$ cat src/rtl/obdc_params.svh
// Offsets, field positions, reset values and pin table for the bank C control block
`ifndef OBDC_PARAMS_SVH
`define OBDC_PARAMS_SVH

`define OBDC_ADDR_DIV      8'h20
`define OBDC_ADDR_RSVD_A   8'h21
`define OBDC_ADDR_PWR_SRC  8'h22
`define OBDC_ADDR_RSVD_B   8'h23
`define OBDC_ADDR_OUT0_PD  8'h24
`define OBDC_ADDR_OUT1_PD  8'h25

`define OBDC_BANK_PD_BIT   7
`define OBDC_CFG_SRC_BIT   0
`define OBDC_OUT_PD_BIT    7

`define OBDC_DIV_RST       6'h0d
`define OBDC_DIV_MIN       6'h02
`define OBDC_DIV_MAX       6'h3b
`define OBDC_BANK_PD_RST   1'b0
`define OBDC_CFG_SRC_RST   1'b0
`define OBDC_OUT_PD_RST    2'h0
`define OBDC_RATIO_RST     8'h10

// Divider code and bank power-down chosen by each setting of the two select pins
`define OBDC_PIN_CODE_0    6'h0d
`define OBDC_PIN_CODE_1    6'h09
`define OBDC_PIN_CODE_2    6'h07
`define OBDC_PIN_CODE_3    6'h0d
`define OBDC_PIN_PD_MASK   4'h8

`endif

$ cat src/rtl/obdc_pkg.sv
// Types shared by the bank C control block
package obdc_pkg;

  typedef struct packed {
    logic [1:0] pinMeta;
    logic [1:0] pinSync;
    logic [5:0] divCode;
    logic       bankPd;
    logic       cfgSource;
    logic [1:0] outPd;
    logic       applyPrev;
    logic [5:0] activeCode;
    logic [7:0] activeRatio;
    logic       bankPdOut;
    logic [1:0] outPdOut;
    logic [7:0] rdData;
  } obdc_state_t;

endpackage

$ cat src/rtl/obdc_ratio_if.sv
// Carrier between the control block and its divider ratio lookup
`timescale 1ns/100ps
interface obdc_ratio_if;
  logic [5:0] code;
  logic [7:0] ratio;
  logic       reserved;

  modport requester (output code, input ratio, input reserved);
  modport lookup    (input code, output ratio, output reserved);
endinterface

$ cat src/rtl/obdc_ratio_lut.sv
// Divider code to divide ratio lookup
`timescale 1ns/100ps
`include "obdc_params.svh"
module obdc_ratio_lut
(
  obdc_ratio_if.lookup rif
);

  // Index is code minus two; table ascends strictly
  localparam logic [7:0] RATIO_TAB [0:57] = '{
    8'h02, 8'h03, 8'h04, 8'h05, 8'h06, 8'h08, 8'h09, 8'h0a, 8'h0c, 8'h0e,
    8'h0f, 8'h10, 8'h12, 8'h14, 8'h15, 8'h16, 8'h18, 8'h19, 8'h1b, 8'h1c,
    8'h1e, 8'h20, 8'h21, 8'h23, 8'h24, 8'h28, 8'h2a, 8'h2c, 8'h2d, 8'h30,
    8'h32, 8'h36, 8'h37, 8'h38, 8'h3c, 8'h40, 8'h42, 8'h46, 8'h48, 8'h50,
    8'h54, 8'h58, 8'h5a, 8'h60, 8'h64, 8'h6c, 8'h6e, 8'h70, 8'h78, 8'h80,
    8'h84, 8'h8c, 8'h90, 8'ha0, 8'hb0, 8'hb4, 8'hc8, 8'hdc
  };

  logic [5:0] index;

  assign rif.reserved = (rif.code < `OBDC_DIV_MIN) || (rif.code > `OBDC_DIV_MAX);
  assign index        = rif.code - `OBDC_DIV_MIN;
  assign rif.ratio    = rif.reserved ? 8'h00 : RATIO_TAB[index];

endmodule

$ cat src/rtl/obdc_bank_ctrl.sv
// Bank C divider, power-down and configuration source control registers
`timescale 1ns/100ps
`include "obdc_params.svh"

//
// Contract
// - Six-bit divider code, resets to divide sixteen
// - New divider waits for apply bit toggle
// - Bank power-down low keeps bank running
// - Bank power-down high stops bank and outputs
// - Source bit low: pins set divider, power-down
// - Source bit high: registers set divider, power-down
// - Each output has own power-down bit
// - Reserved bits read undefined; here zero
module obdc_bank_ctrl
(
  input  wire logic       core_clk,
  input  wire logic       rst_b,
  input  wire logic       clkEn,
  input  wire logic [7:0] regAddr,
  input  wire logic [7:0] regWrData,
  input  wire logic       regWrEn,
  input  wire logic       regRdEn,
  output logic      [7:0] regRdData,
  input  wire logic       applyToggle,
  input  wire logic [1:0] bankSelPin,
  output logic      [5:0] activeDivCode,
  output logic      [7:0] activeDivRatio,
  output logic            bankPowerdown,
  output logic      [1:0] outputPowerdown
);

  obdc_pkg::obdc_state_t st;
  obdc_pkg::obdc_state_t next_st;
  obdc_ratio_if          rif ();

  logic [5:0] pinCode;
  logic       pinPd;
  logic [5:0] effCode;
  logic       effPd;
  logic       applyEdge;
  logic [7:0] rdMux;
  localparam logic [3:0] PIN_PD_MASK = `OBDC_PIN_PD_MASK;

  obdc_ratio_lut u_ratio_lut
  (
    .rif (rif)
  );

  // Pin table; synchronised copy only
  always_comb
  begin
    unique case (st.pinSync)
      2'h0:    pinCode = `OBDC_PIN_CODE_0;
      2'h1:    pinCode = `OBDC_PIN_CODE_1;
      2'h2:    pinCode = `OBDC_PIN_CODE_2;
      2'h3:    pinCode = `OBDC_PIN_CODE_3;
    endcase
  end

  assign pinPd = PIN_PD_MASK[st.pinSync];

  // Source chosen before apply so a mode switch can be applied at once
  assign effCode   = st.cfgSource ? st.divCode : pinCode;
  assign effPd     = st.cfgSource ? st.bankPd : pinPd;
  assign rif.code  = effCode;
  assign applyEdge = applyToggle ^ st.applyPrev;

  // Reserved bits read as zero
  always_comb
  begin
    rdMux = 8'h00;
    unique case (regAddr)
      `OBDC_ADDR_DIV:     rdMux[5:0] = st.divCode;
      `OBDC_ADDR_PWR_SRC:
      begin
        rdMux[`OBDC_BANK_PD_BIT] = st.bankPd;
        rdMux[`OBDC_CFG_SRC_BIT] = st.cfgSource;
      end
      `OBDC_ADDR_OUT0_PD: rdMux[`OBDC_OUT_PD_BIT] = st.outPd[0];
      `OBDC_ADDR_OUT1_PD: rdMux[`OBDC_OUT_PD_BIT] = st.outPd[1];
      default:            rdMux = 8'h00;
    endcase
  end

  always_comb
  begin
    next_st = st;
    if (clkEn)
    begin
      next_st.pinMeta = bankSelPin;
      next_st.pinSync = st.pinMeta;
      if (regWrEn)
      begin
        // Reserved bit positions are dropped on write
        unique case (regAddr)
          `OBDC_ADDR_DIV:     next_st.divCode = regWrData[5:0];
          `OBDC_ADDR_PWR_SRC:
          begin
            next_st.bankPd    = regWrData[`OBDC_BANK_PD_BIT];
            next_st.cfgSource = regWrData[`OBDC_CFG_SRC_BIT];
          end
          `OBDC_ADDR_OUT0_PD: next_st.outPd[0] = regWrData[`OBDC_OUT_PD_BIT];
          `OBDC_ADDR_OUT1_PD: next_st.outPd[1] = regWrData[`OBDC_OUT_PD_BIT];
          default:            next_st.outPd = st.outPd;
        endcase
      end
      if (regRdEn)
      begin
        next_st.rdData = rdMux;
      end
      next_st.applyPrev = applyToggle;
      // A reserved code is never applied; the old ratio keeps running
      if (applyEdge && !rif.reserved)
      begin
        next_st.activeCode  = effCode;
        next_st.activeRatio = rif.ratio;
      end
      next_st.bankPdOut = effPd;
      next_st.outPdOut  = {2{effPd}} | st.outPd;
    end
  end

  always_ff @(posedge core_clk or negedge rst_b)
  begin
    if (!rst_b)
    begin
      st.pinMeta     <= 2'h0;
      st.pinSync     <= 2'h0;
      st.divCode     <= `OBDC_DIV_RST;
      st.bankPd      <= `OBDC_BANK_PD_RST;
      st.cfgSource   <= `OBDC_CFG_SRC_RST;
      st.outPd       <= `OBDC_OUT_PD_RST;
      st.applyPrev   <= 1'b0;
      st.activeCode  <= `OBDC_DIV_RST;
      st.activeRatio <= `OBDC_RATIO_RST;
      st.bankPdOut   <= 1'b0;
      st.outPdOut    <= 2'h0;
      st.rdData      <= 8'h00;
    end
    else
    begin
      st <= next_st;
    end
  end

  assign regRdData       = st.rdData;
  assign activeDivCode   = st.activeCode;
  assign activeDivRatio  = st.activeRatio;
  assign bankPowerdown   = st.bankPdOut;
  assign outputPowerdown = st.outPdOut;

  a_div_range: assert property (@(posedge core_clk) disable iff (!rst_b)
    (activeDivCode >= 6'h02) && (activeDivCode <= 6'h3b))
    else $error("Active divider code is reserved");

  a_ratio_top: assert property (@(posedge core_clk) disable iff (!rst_b)
    ((activeDivCode == 6'h3b) |-> (activeDivRatio == 8'hdc)) and
    ((activeDivCode == 6'h0d) |-> (activeDivRatio == 8'h10)))
    else $error("Divider ratio does not match code");

  a_div_hold: assert property (@(posedge core_clk) disable iff (!rst_b)
    !(clkEn && applyEdge) |=> $stable(activeDivCode) && $stable(activeDivRatio))
    else $error("Divider changed without apply toggle");

  a_div_apply: assert property (@(posedge core_clk) disable iff (!rst_b)
    (clkEn && applyEdge && !rif.reserved) |=> (activeDivCode == $past(effCode)))
    else $error("Apply toggle did not load divider");

  a_bank_on: assert property (@(posedge core_clk) disable iff (!rst_b)
    (clkEn && !effPd) |=> !bankPowerdown)
    else $error("Bank powered down while enabled");

  a_bank_off: assert property (@(posedge core_clk) disable iff (!rst_b)
    (clkEn && effPd) |=> bankPowerdown && (outputPowerdown == 2'h3))
    else $error("Bank power-down missed an output");

  a_pin_source: assert property (@(posedge core_clk) disable iff (!rst_b)
    !st.cfgSource |-> (effCode == pinCode) && (effPd == pinPd))
    else $error("Pin source not used");

  a_reg_source: assert property (@(posedge core_clk) disable iff (!rst_b)
    st.cfgSource |-> (effCode == st.divCode) && (effPd == st.bankPd))
    else $error("Register source not used");

  a_out_pd: assert property (@(posedge core_clk) disable iff (!rst_b)
    (clkEn && !effPd) |=> (outputPowerdown == $past(st.outPd)))
    else $error("Output power-down mismatch");

  a_rsvd_read: assert property (@(posedge core_clk) disable iff (!rst_b)
    (clkEn && regRdEn && (regAddr == 8'h22)) |=> (regRdData[6:1] == 6'h00))
    else $error("Reserved bits read nonzero");

  a_src_switch: assert property (@(posedge core_clk) disable iff (!rst_b)
    (clkEn && regWrEn && (regAddr == 8'h22) && regWrData[0] && (st.divCode == effCode))
    |=> st.cfgSource)
    else $error("Source bit not stored");

  a_pin_table: assert property (@(posedge core_clk) disable iff (!rst_b)
    !st.cfgSource |-> (effPd == (st.pinSync == 2'h3)))
    else $error("Pin power-down table mismatch");

  a_pin_code: assert property (@(posedge core_clk) disable iff (!rst_b)
    (!st.cfgSource && (st.pinSync == 2'h2)) |-> (effCode == 6'h07))
    else $error("Pin divider table mismatch");

  a_div_store: assert property (@(posedge core_clk) disable iff (!rst_b)
    (clkEn && regWrEn && (regAddr == 8'h20)) |=> (st.divCode == $past(regWrData[5:0])))
    else $error("Divider code write not stored");

  a_out1_store: assert property (@(posedge core_clk) disable iff (!rst_b)
    (clkEn && regWrEn && (regAddr == 8'h25)) |=> (st.outPd[1] == $past(regWrData[7])))
    else $error("Output power-down write not stored");

  a_freeze_state: assert property (@(posedge core_clk) disable iff (!rst_b)
    !clkEn |=> $stable(st))
    else $error("State moved while clock enable low");

endmodule

$ cat config.mk
export PLATFORM = sky130hd
export DESIGN_NAME = obdc_bank_ctrl
export DESIGN_NICKNAME = d
export VERILOG_FILES = /design/src/rtl/obdc_pkg.sv /design/src/rtl/obdc_ratio_if.sv /design/src/rtl/obdc_ratio_lut.sv /design/src/rtl/obdc_bank_ctrl.sv
export VERILOG_INCLUDE_DIRS = /design/src /design/src/rtl
export SDC_FILE = /design/constraint.sdc
export NUM_CORES = 1
export LEC_CHECK = 0
export BUFFER_PORTS_ARGS = -buffer_cell sky130_fd_sc_hd__buf_2
export CAP_MARGIN = 20
export CELL_PAD_IN_SITES_DETAIL_PLACEMENT = 2
export CELL_PAD_IN_SITES_GLOBAL_PLACEMENT = 2
export CORE_MARGIN = 2
export CORE_UTILIZATION = 37
export CTS_CLUSTER_SIZE = 20
export DETAILED_ROUTE_END_ITERATION = 10
export PLACE_DENSITY = 0.85
export SYNTH_ARGS = -nofsm -noshare
export SYNTH_HDL_FRONTEND = slang
export SYNTH_SLANG_ARGS = --single-unit
export TNS_END_PERCENT = 30
$ cat constraint.sdc
create_clock -name core_clk -period 4.45 [get_ports core_clk]
set_input_delay 0.89 -clock core_clk [delete_from_list [all_inputs] [get_ports core_clk]]
set_output_delay 0.89 -clock core_clk [all_outputs]
set_load 0.05 [all_outputs]
Yosys cells after proc, flatten, opt, wreduce, memory -nomap -nowiden
Memories as Yosys holds them, arrays and structs flattened. A register that Yosys moved wholly into a read port is not among the register bits.
Cells that the tools add are included.
- register bits: 31
- ROM bits: 512
- bits of input ports: 24
- memories kept: 1
- add/subtract/negate cells: 1
- $lt $le $gt $ge: 3
- equal/unequal tests: 7
- mux-type cells: 8
- bitwise logic cells: 3
- reductions and logical operators: 12
- memories (name ; words ; bits a word ; rd ports ; clocked after memory_dff ; wr ports ; line ; RTL):
    (no name shown) ; 64 ; 8 ; 1 ; 1 ; 0 ; obdc_ratio_lut.sv:23 ; assign rif.ratio = rif.reserved ? 8'h00 : RATIO_TAB[index];
- operators with widths (cell ; number):
    equality test 8 x 6 -> 1 bit, second input constant ; 4
    one-hot mux 6 bit (3 select lines) ; 1
    AND reduction 3 bit ; 4
    NOT 6 -> 7 bit ; 1
    greater-than comparator 6 bit, second input constant ; 1
    < comparator 6 x 2 -> 1 bit, second input constant ; 1
    two-way mux 6 bit ; 1
    subtractor 6 x 2 -> 6 bit, second input constant ; 1
    two-way mux 5 bit ; 1
    equality test 2 bit, second input constant ; 2
    AND reduction 2 bit ; 2
    < comparator 2 x 3 -> 1 bit, second input constant ; 1
    one-hot mux 1 bit (3 select lines) ; 1
    binary-select mux 1 bit (select 2 bit) ; 1
    equality test 2 x 1 -> 1 bit, second input constant ; 1
    logical NOT 1 bit ; 2
    logical NOT 2 bit ; 1
    two-way mux 1 bit ; 2
    bitwise OR 2 bit ; 1
    one-hot mux 1 bit (2 select lines) ; 1
    OR reduction 2 bit ; 1
    logical AND 1 bit ; 1
    logical OR 1 bit ; 1
    XOR 1 bit ; 1

Logic depth before layout (Yosys ltp)
- depth after elaboration: 9
- depth in mapped cells: 11
- mapped depth without buffers: 9

By module
Synthesis repeated with hierarchy kept, for this count alone.
- cells, all modules: 252
- area total of the unflattened synthesis: 2627.5 sq um
- modules (own cells, without submodules) (module ; times used ; cells each ; area each (sq um) ; seq. area each (sq um)):
    obdc_bank_ctrl ; 1 ; 141 ; 1840.5 ; 984.7
    obdc_ratio_lut ; 1 ; 111 ; 787.0 ; 0.0

Worst setup path before layout
Ideal clock, no wire load.
- path kind: register -> register
- start point: register st[28] in the netlist's numbering
- end point: register activeDivRatio[1] (netlist name)
- library setup time: 0.142 ns
- arrival: 2.340 ns
- required time: 4.308 ns
- slack: 1.968 ns
- stages on the path, launching flop included: 12
- period minus slack after synthesis: 2.482 ns
- cell sequence: dfrtp_1 > buf_2 > nor2b_1 > a21o_1 > ha_1 > nor3b_2 > xor2_1 > a22oi_1 > clkbuf_1 > o311ai_1 > o211ai_1 > a31oi_1
- longest elaborated chain between the ends: 6
- ends and longest elaborated chain (item ; line ; RTL):
    start: declaration ; obdc_bank_ctrl.sv:33 ; obdc_pkg::obdc_state_t st;
    start signal: assignment ; obdc_bank_ctrl.sv:143 ; st <= next_st;
    two-way mux 6 bit * ; obdc_bank_ctrl.sv:64 ; assign effCode = st.cfgSource ? st.divCode : pinCode;
    < comparator 6 x 2 -> 1 bit (no line) or greater-than comparator 6 bit (tied branches) ; -- ;
    logical OR 1 bit ; obdc_ratio_lut.sv:21 ; assign rif.reserved = (rif.code < `OBDC_DIV_MIN) || (rif.code > `OBDC_DIV_MAX);
    logical NOT 1 bit ; obdc_bank_ctrl.sv:114 ; if (applyEdge && !rif.reserved)
    logical AND 1 bit ; obdc_bank_ctrl.sv:114 ;
    AND reduction 2 bit (no line) ; -- ;
Every way passes the cells marked *; elsewhere a longest branch is shown, timed or not.
A chain may end at the register's enable or synchronous reset.

Final worst setup path
- start point: register st[28] in the netlist's numbering
- end point: register activeDivRatio[2] (netlist name)
- longest elaborated chain between the ends: 6
- ends and longest elaborated chain (item ; line):
    two-way mux 6 bit * ; obdc_bank_ctrl.sv:64
    < comparator 6 x 2 -> 1 bit (no line) or greater-than comparator 6 bit (tied branches) ; --
    logical OR 1 bit ; obdc_ratio_lut.sv:21
    logical NOT 1 bit ; obdc_bank_ctrl.sv:114
    logical AND 1 bit ; obdc_bank_ctrl.sv:114
    AND reduction 2 bit (no line) ; --
Marked as above.

==> results_dict.tcl <==
set metrics [dict create \
    status "completed" \
    crit_type "reg2reg" \
    p_leak_nw 1.26 \
    post_drt_wl_per_cell_um 20.1 \
    yosysSeqAreaShare_pct 38.6 \
    drtAntennaViolNets 0 \
    cts_tree "yes" \
    drt_pre_antenna_iters 4 \
    setup_viol_count_final 0 \
    crit_required_ps 4690 \
    die-area_um2 7580 \
    grt_util_all_layers_pct 20.5 \
    gp_congestion 0.809 \
    crit_slowest_cell "a22oi_1" \
    critPathLaunchType "flop" \
    drt_iter0_markers 33 \
    ctsHoldBuffers 0 \
    crit_arrival_ps 3600 \
    syn2layout_area_growth_pct 8.62 \
    clkTransAtPathRegs_ps 90 \
    vias_per_cell 5.71 \
    fin_nets 307 \
    synth_edf_count 0 \
    core_area_um2 6720 \
    dpl.hpwl_um 5030 \
    avgSynthCellArea_um2 9.90 \
    critical-path-top-delay-family "compound AO/OA/AOI/OAI gates" \
    grt-ovfl-total 0 \
    worstPathCellList "nor2b_1 -> a21o_1 -> ha_1 -> nor3b_2 -> xor2_1 -> a22oi_1 -> nor2_1 -> o211ai_1 -> o221a_2" \
    diodes 0 \
    setup_total_negative_slack_ps 0 \
    die_x_um 87.1 \
    finalHoldViolCount 0 \
    rows 30 \
    grt_pass1_wl_um 11900 \
    period_share_pct 75.4 \
    postCtsSetupBuffers 0 \
    utilization_pct 41.3 \
    initial_core_util_pct 38.0 \
    num_vias 2043 \
    rsz0062_at_grt "no" \
    root_buffer "clkbuf_8" \
    critPathBufInv 0 \
    cts-resized-gates 0 \
    crit_fanout 16 \
    syn-num-nets 288 \
    grt_max_degree 40 \
    clock-skew-final_ps 13.8 \
    max_cap_violations 0 \
    ys_ff_latch 39 \
    fmax_mhz 298 \
    slew_viol_final 0 \
    cts.sinks 39 \
    slew-limit-headroom_pct 37.0 \
    routed_wl_um 7190 \
    insertion_delay_ps 310 \
    synthArstFlopShare_pct 100 \
    drive_gt1_share_pct 33.5 \
    drcViolationCount 0 \
    antenna_found_initial 0 \
    p_per_area_nw_per_um2 429 \
    syn-cell-area_um2 2550 \
    ys_types 63 \
    ioPinCount 49 \
    worstHoldPathType "reg2reg" \
    fin_crit_ps 3350 \
    port_buffers 46 \
    clock_path_buffers 2 \
    vdd_drop_max_uv 207 \
    ys_warn_count 0 \
    grt_pass1_vias 2266 \
    end_kind "flop" \
    synth_ff_type "dfrtp_1" \
    die_y_um 87.1 \
    htreeDepth 2 \
    cp_slowest_stage_delay_ps 720 \
    cts_made_buffers 5 \
    synth_cells 258 \
    worstMarginPinSlew_ps 945 \
]
## cells by family after synthesis
kind of cell | Yosys count | share of synthesized area [%]
XOR/XNOR | 4 | 1.37
AND/OR/NAND/NOR | 77 | 17.5
adder cells (fa/ha/maj) | 6 | 2.94
AO/OA/AOI/OAI | 68 | 18.5
other | 1 | 0.147
multiplexers | 24 | 11.2
flip-flops | 39 | 38.6
buffers and inverters | 39 | 9.70
## registers in the layout, summed over array words and instances (netlist names)
signal	count
bankPowerdown	1
activeDivCode	6
activeDivRatio	8
outputPowerdown	2
regRdData	7
st	15
## layout make-up
cell class | count | area, um^2
fill | 749 | 3950
multi-input combinational | 180 | 1320
sequential | 39 | 985
timing repair buffer | 47 | 238
tap | 80 | 100
clock buffer | 5 | 68.8
clock inverter | 3 | 46.3
inverter | 4 | 15.0
## synthesized netlist by cell type (all sizes together) (2+ instances only)
cell    count  area, um^2
o22a        3        26.3
a22oi       2        15.0
o21a        2        15.0
mux2       19         236
or4         3        26.3
dfrtp      32         801
a22o        6        52.6
a21oi      11        58.8
o211ai      7        52.6
nand3       6        42.5
nor3        8        55.1
ha          6        75.1
nand4       2        12.5
or2         2        12.5
a31oi       8        50.1
o311ai      2        17.5
clkbuf      6        22.5
dfstp       7         184
nor3b       3        38.8
nor2b       2        12.5
o21ai      13        65.1
nand2b      5        31.3
nand2      21        81.3
xnor2       2        17.5
a221oi      2        17.5
o31ai       4        30.0
buf        29         210
nor2       16        70.1
or3         2        17.5
mux2i       5        50.1
xor2        2        17.5
inv         4        15.0
and2        3        18.8
## worst paths after layout
| kind | start | endpoint | slack (ps) | depth (start not counted) |
|---|---|---|---|---|
| max in group asynchronous | rst_b | activeDivRatio[2] | 3200 | 1 |
| min in group asynchronous | rst_b | regRdData[7] | 690 | 1 |
| worst max register to register | st[28] | activeDivRatio[2] | 1100 | 9 |
| worst min-delay path | bankPowerdown | bankPowerdown | 480 | 1 |
| worst max-delay path | st[28] | activeDivRatio[2] | 1100 | 9 |
| worst min register to register | bankPowerdown | bankPowerdown | 480 | 1 |
## power by group
| part | switching [mW] | total, mW | internal [mW] |
|---|---|---|---|
| Combinational | 0.306 | 0.435 | 0.129 |
| Sequential | 0.0282 | 0.432 | 0.404 |
| Clock | 0.153 | 0.322 | 0.169 |
| Total | 0.487 | 1.19 | 0.702 |
## layer usage
layer	GRT usage, %	up-vias	part of all wire [%]	routed length [um]
li1	-	960	-	-
met1	24.4	1038	44	3180
met2	37.0	35	52	3700
met3	3.41	10	2.2	161
met4	7.53	0	2.0	141
met5	0	-	0	0
## cell usage in the layout, fill, tap and decap left out, drive strengths merged, types with 4 or more instances in the layout
| cell type | count |
|---|---|
| o31ai | 4 |
| ha | 6 |
| buf | 47 |
| a22o | 6 |
| nand2b | 5 |
| nand2 | 21 |
| a31oi | 8 |
| o211ai | 7 |
| a21oi | 11 |
| clkbuf | 5 |
| inv | 5 |
| nor3 | 8 |
| nand3 | 6 |
| nor2 | 16 |
| mux2 | 19 |
| dfstp | 7 |
| o21ai | 13 |
| mux2i | 5 |
| dfrtp | 32 |
## stage by stage
step	area [um^2]	instances	hold WS [ps]	setup slack (ps)	power (mW)
after detailed placement	2660	350	469	1150	0.872
final	2770	358	481	1100	1.19
after global placement	2660	350	448	1260	0.855
after global routing	2770	358	499	736	1.25
after CTS	2770	358	487	1050	1.20
after floorplan	2550	258	440	1970	0.809
Note: power is estimated with default switching activity, not from simulation.
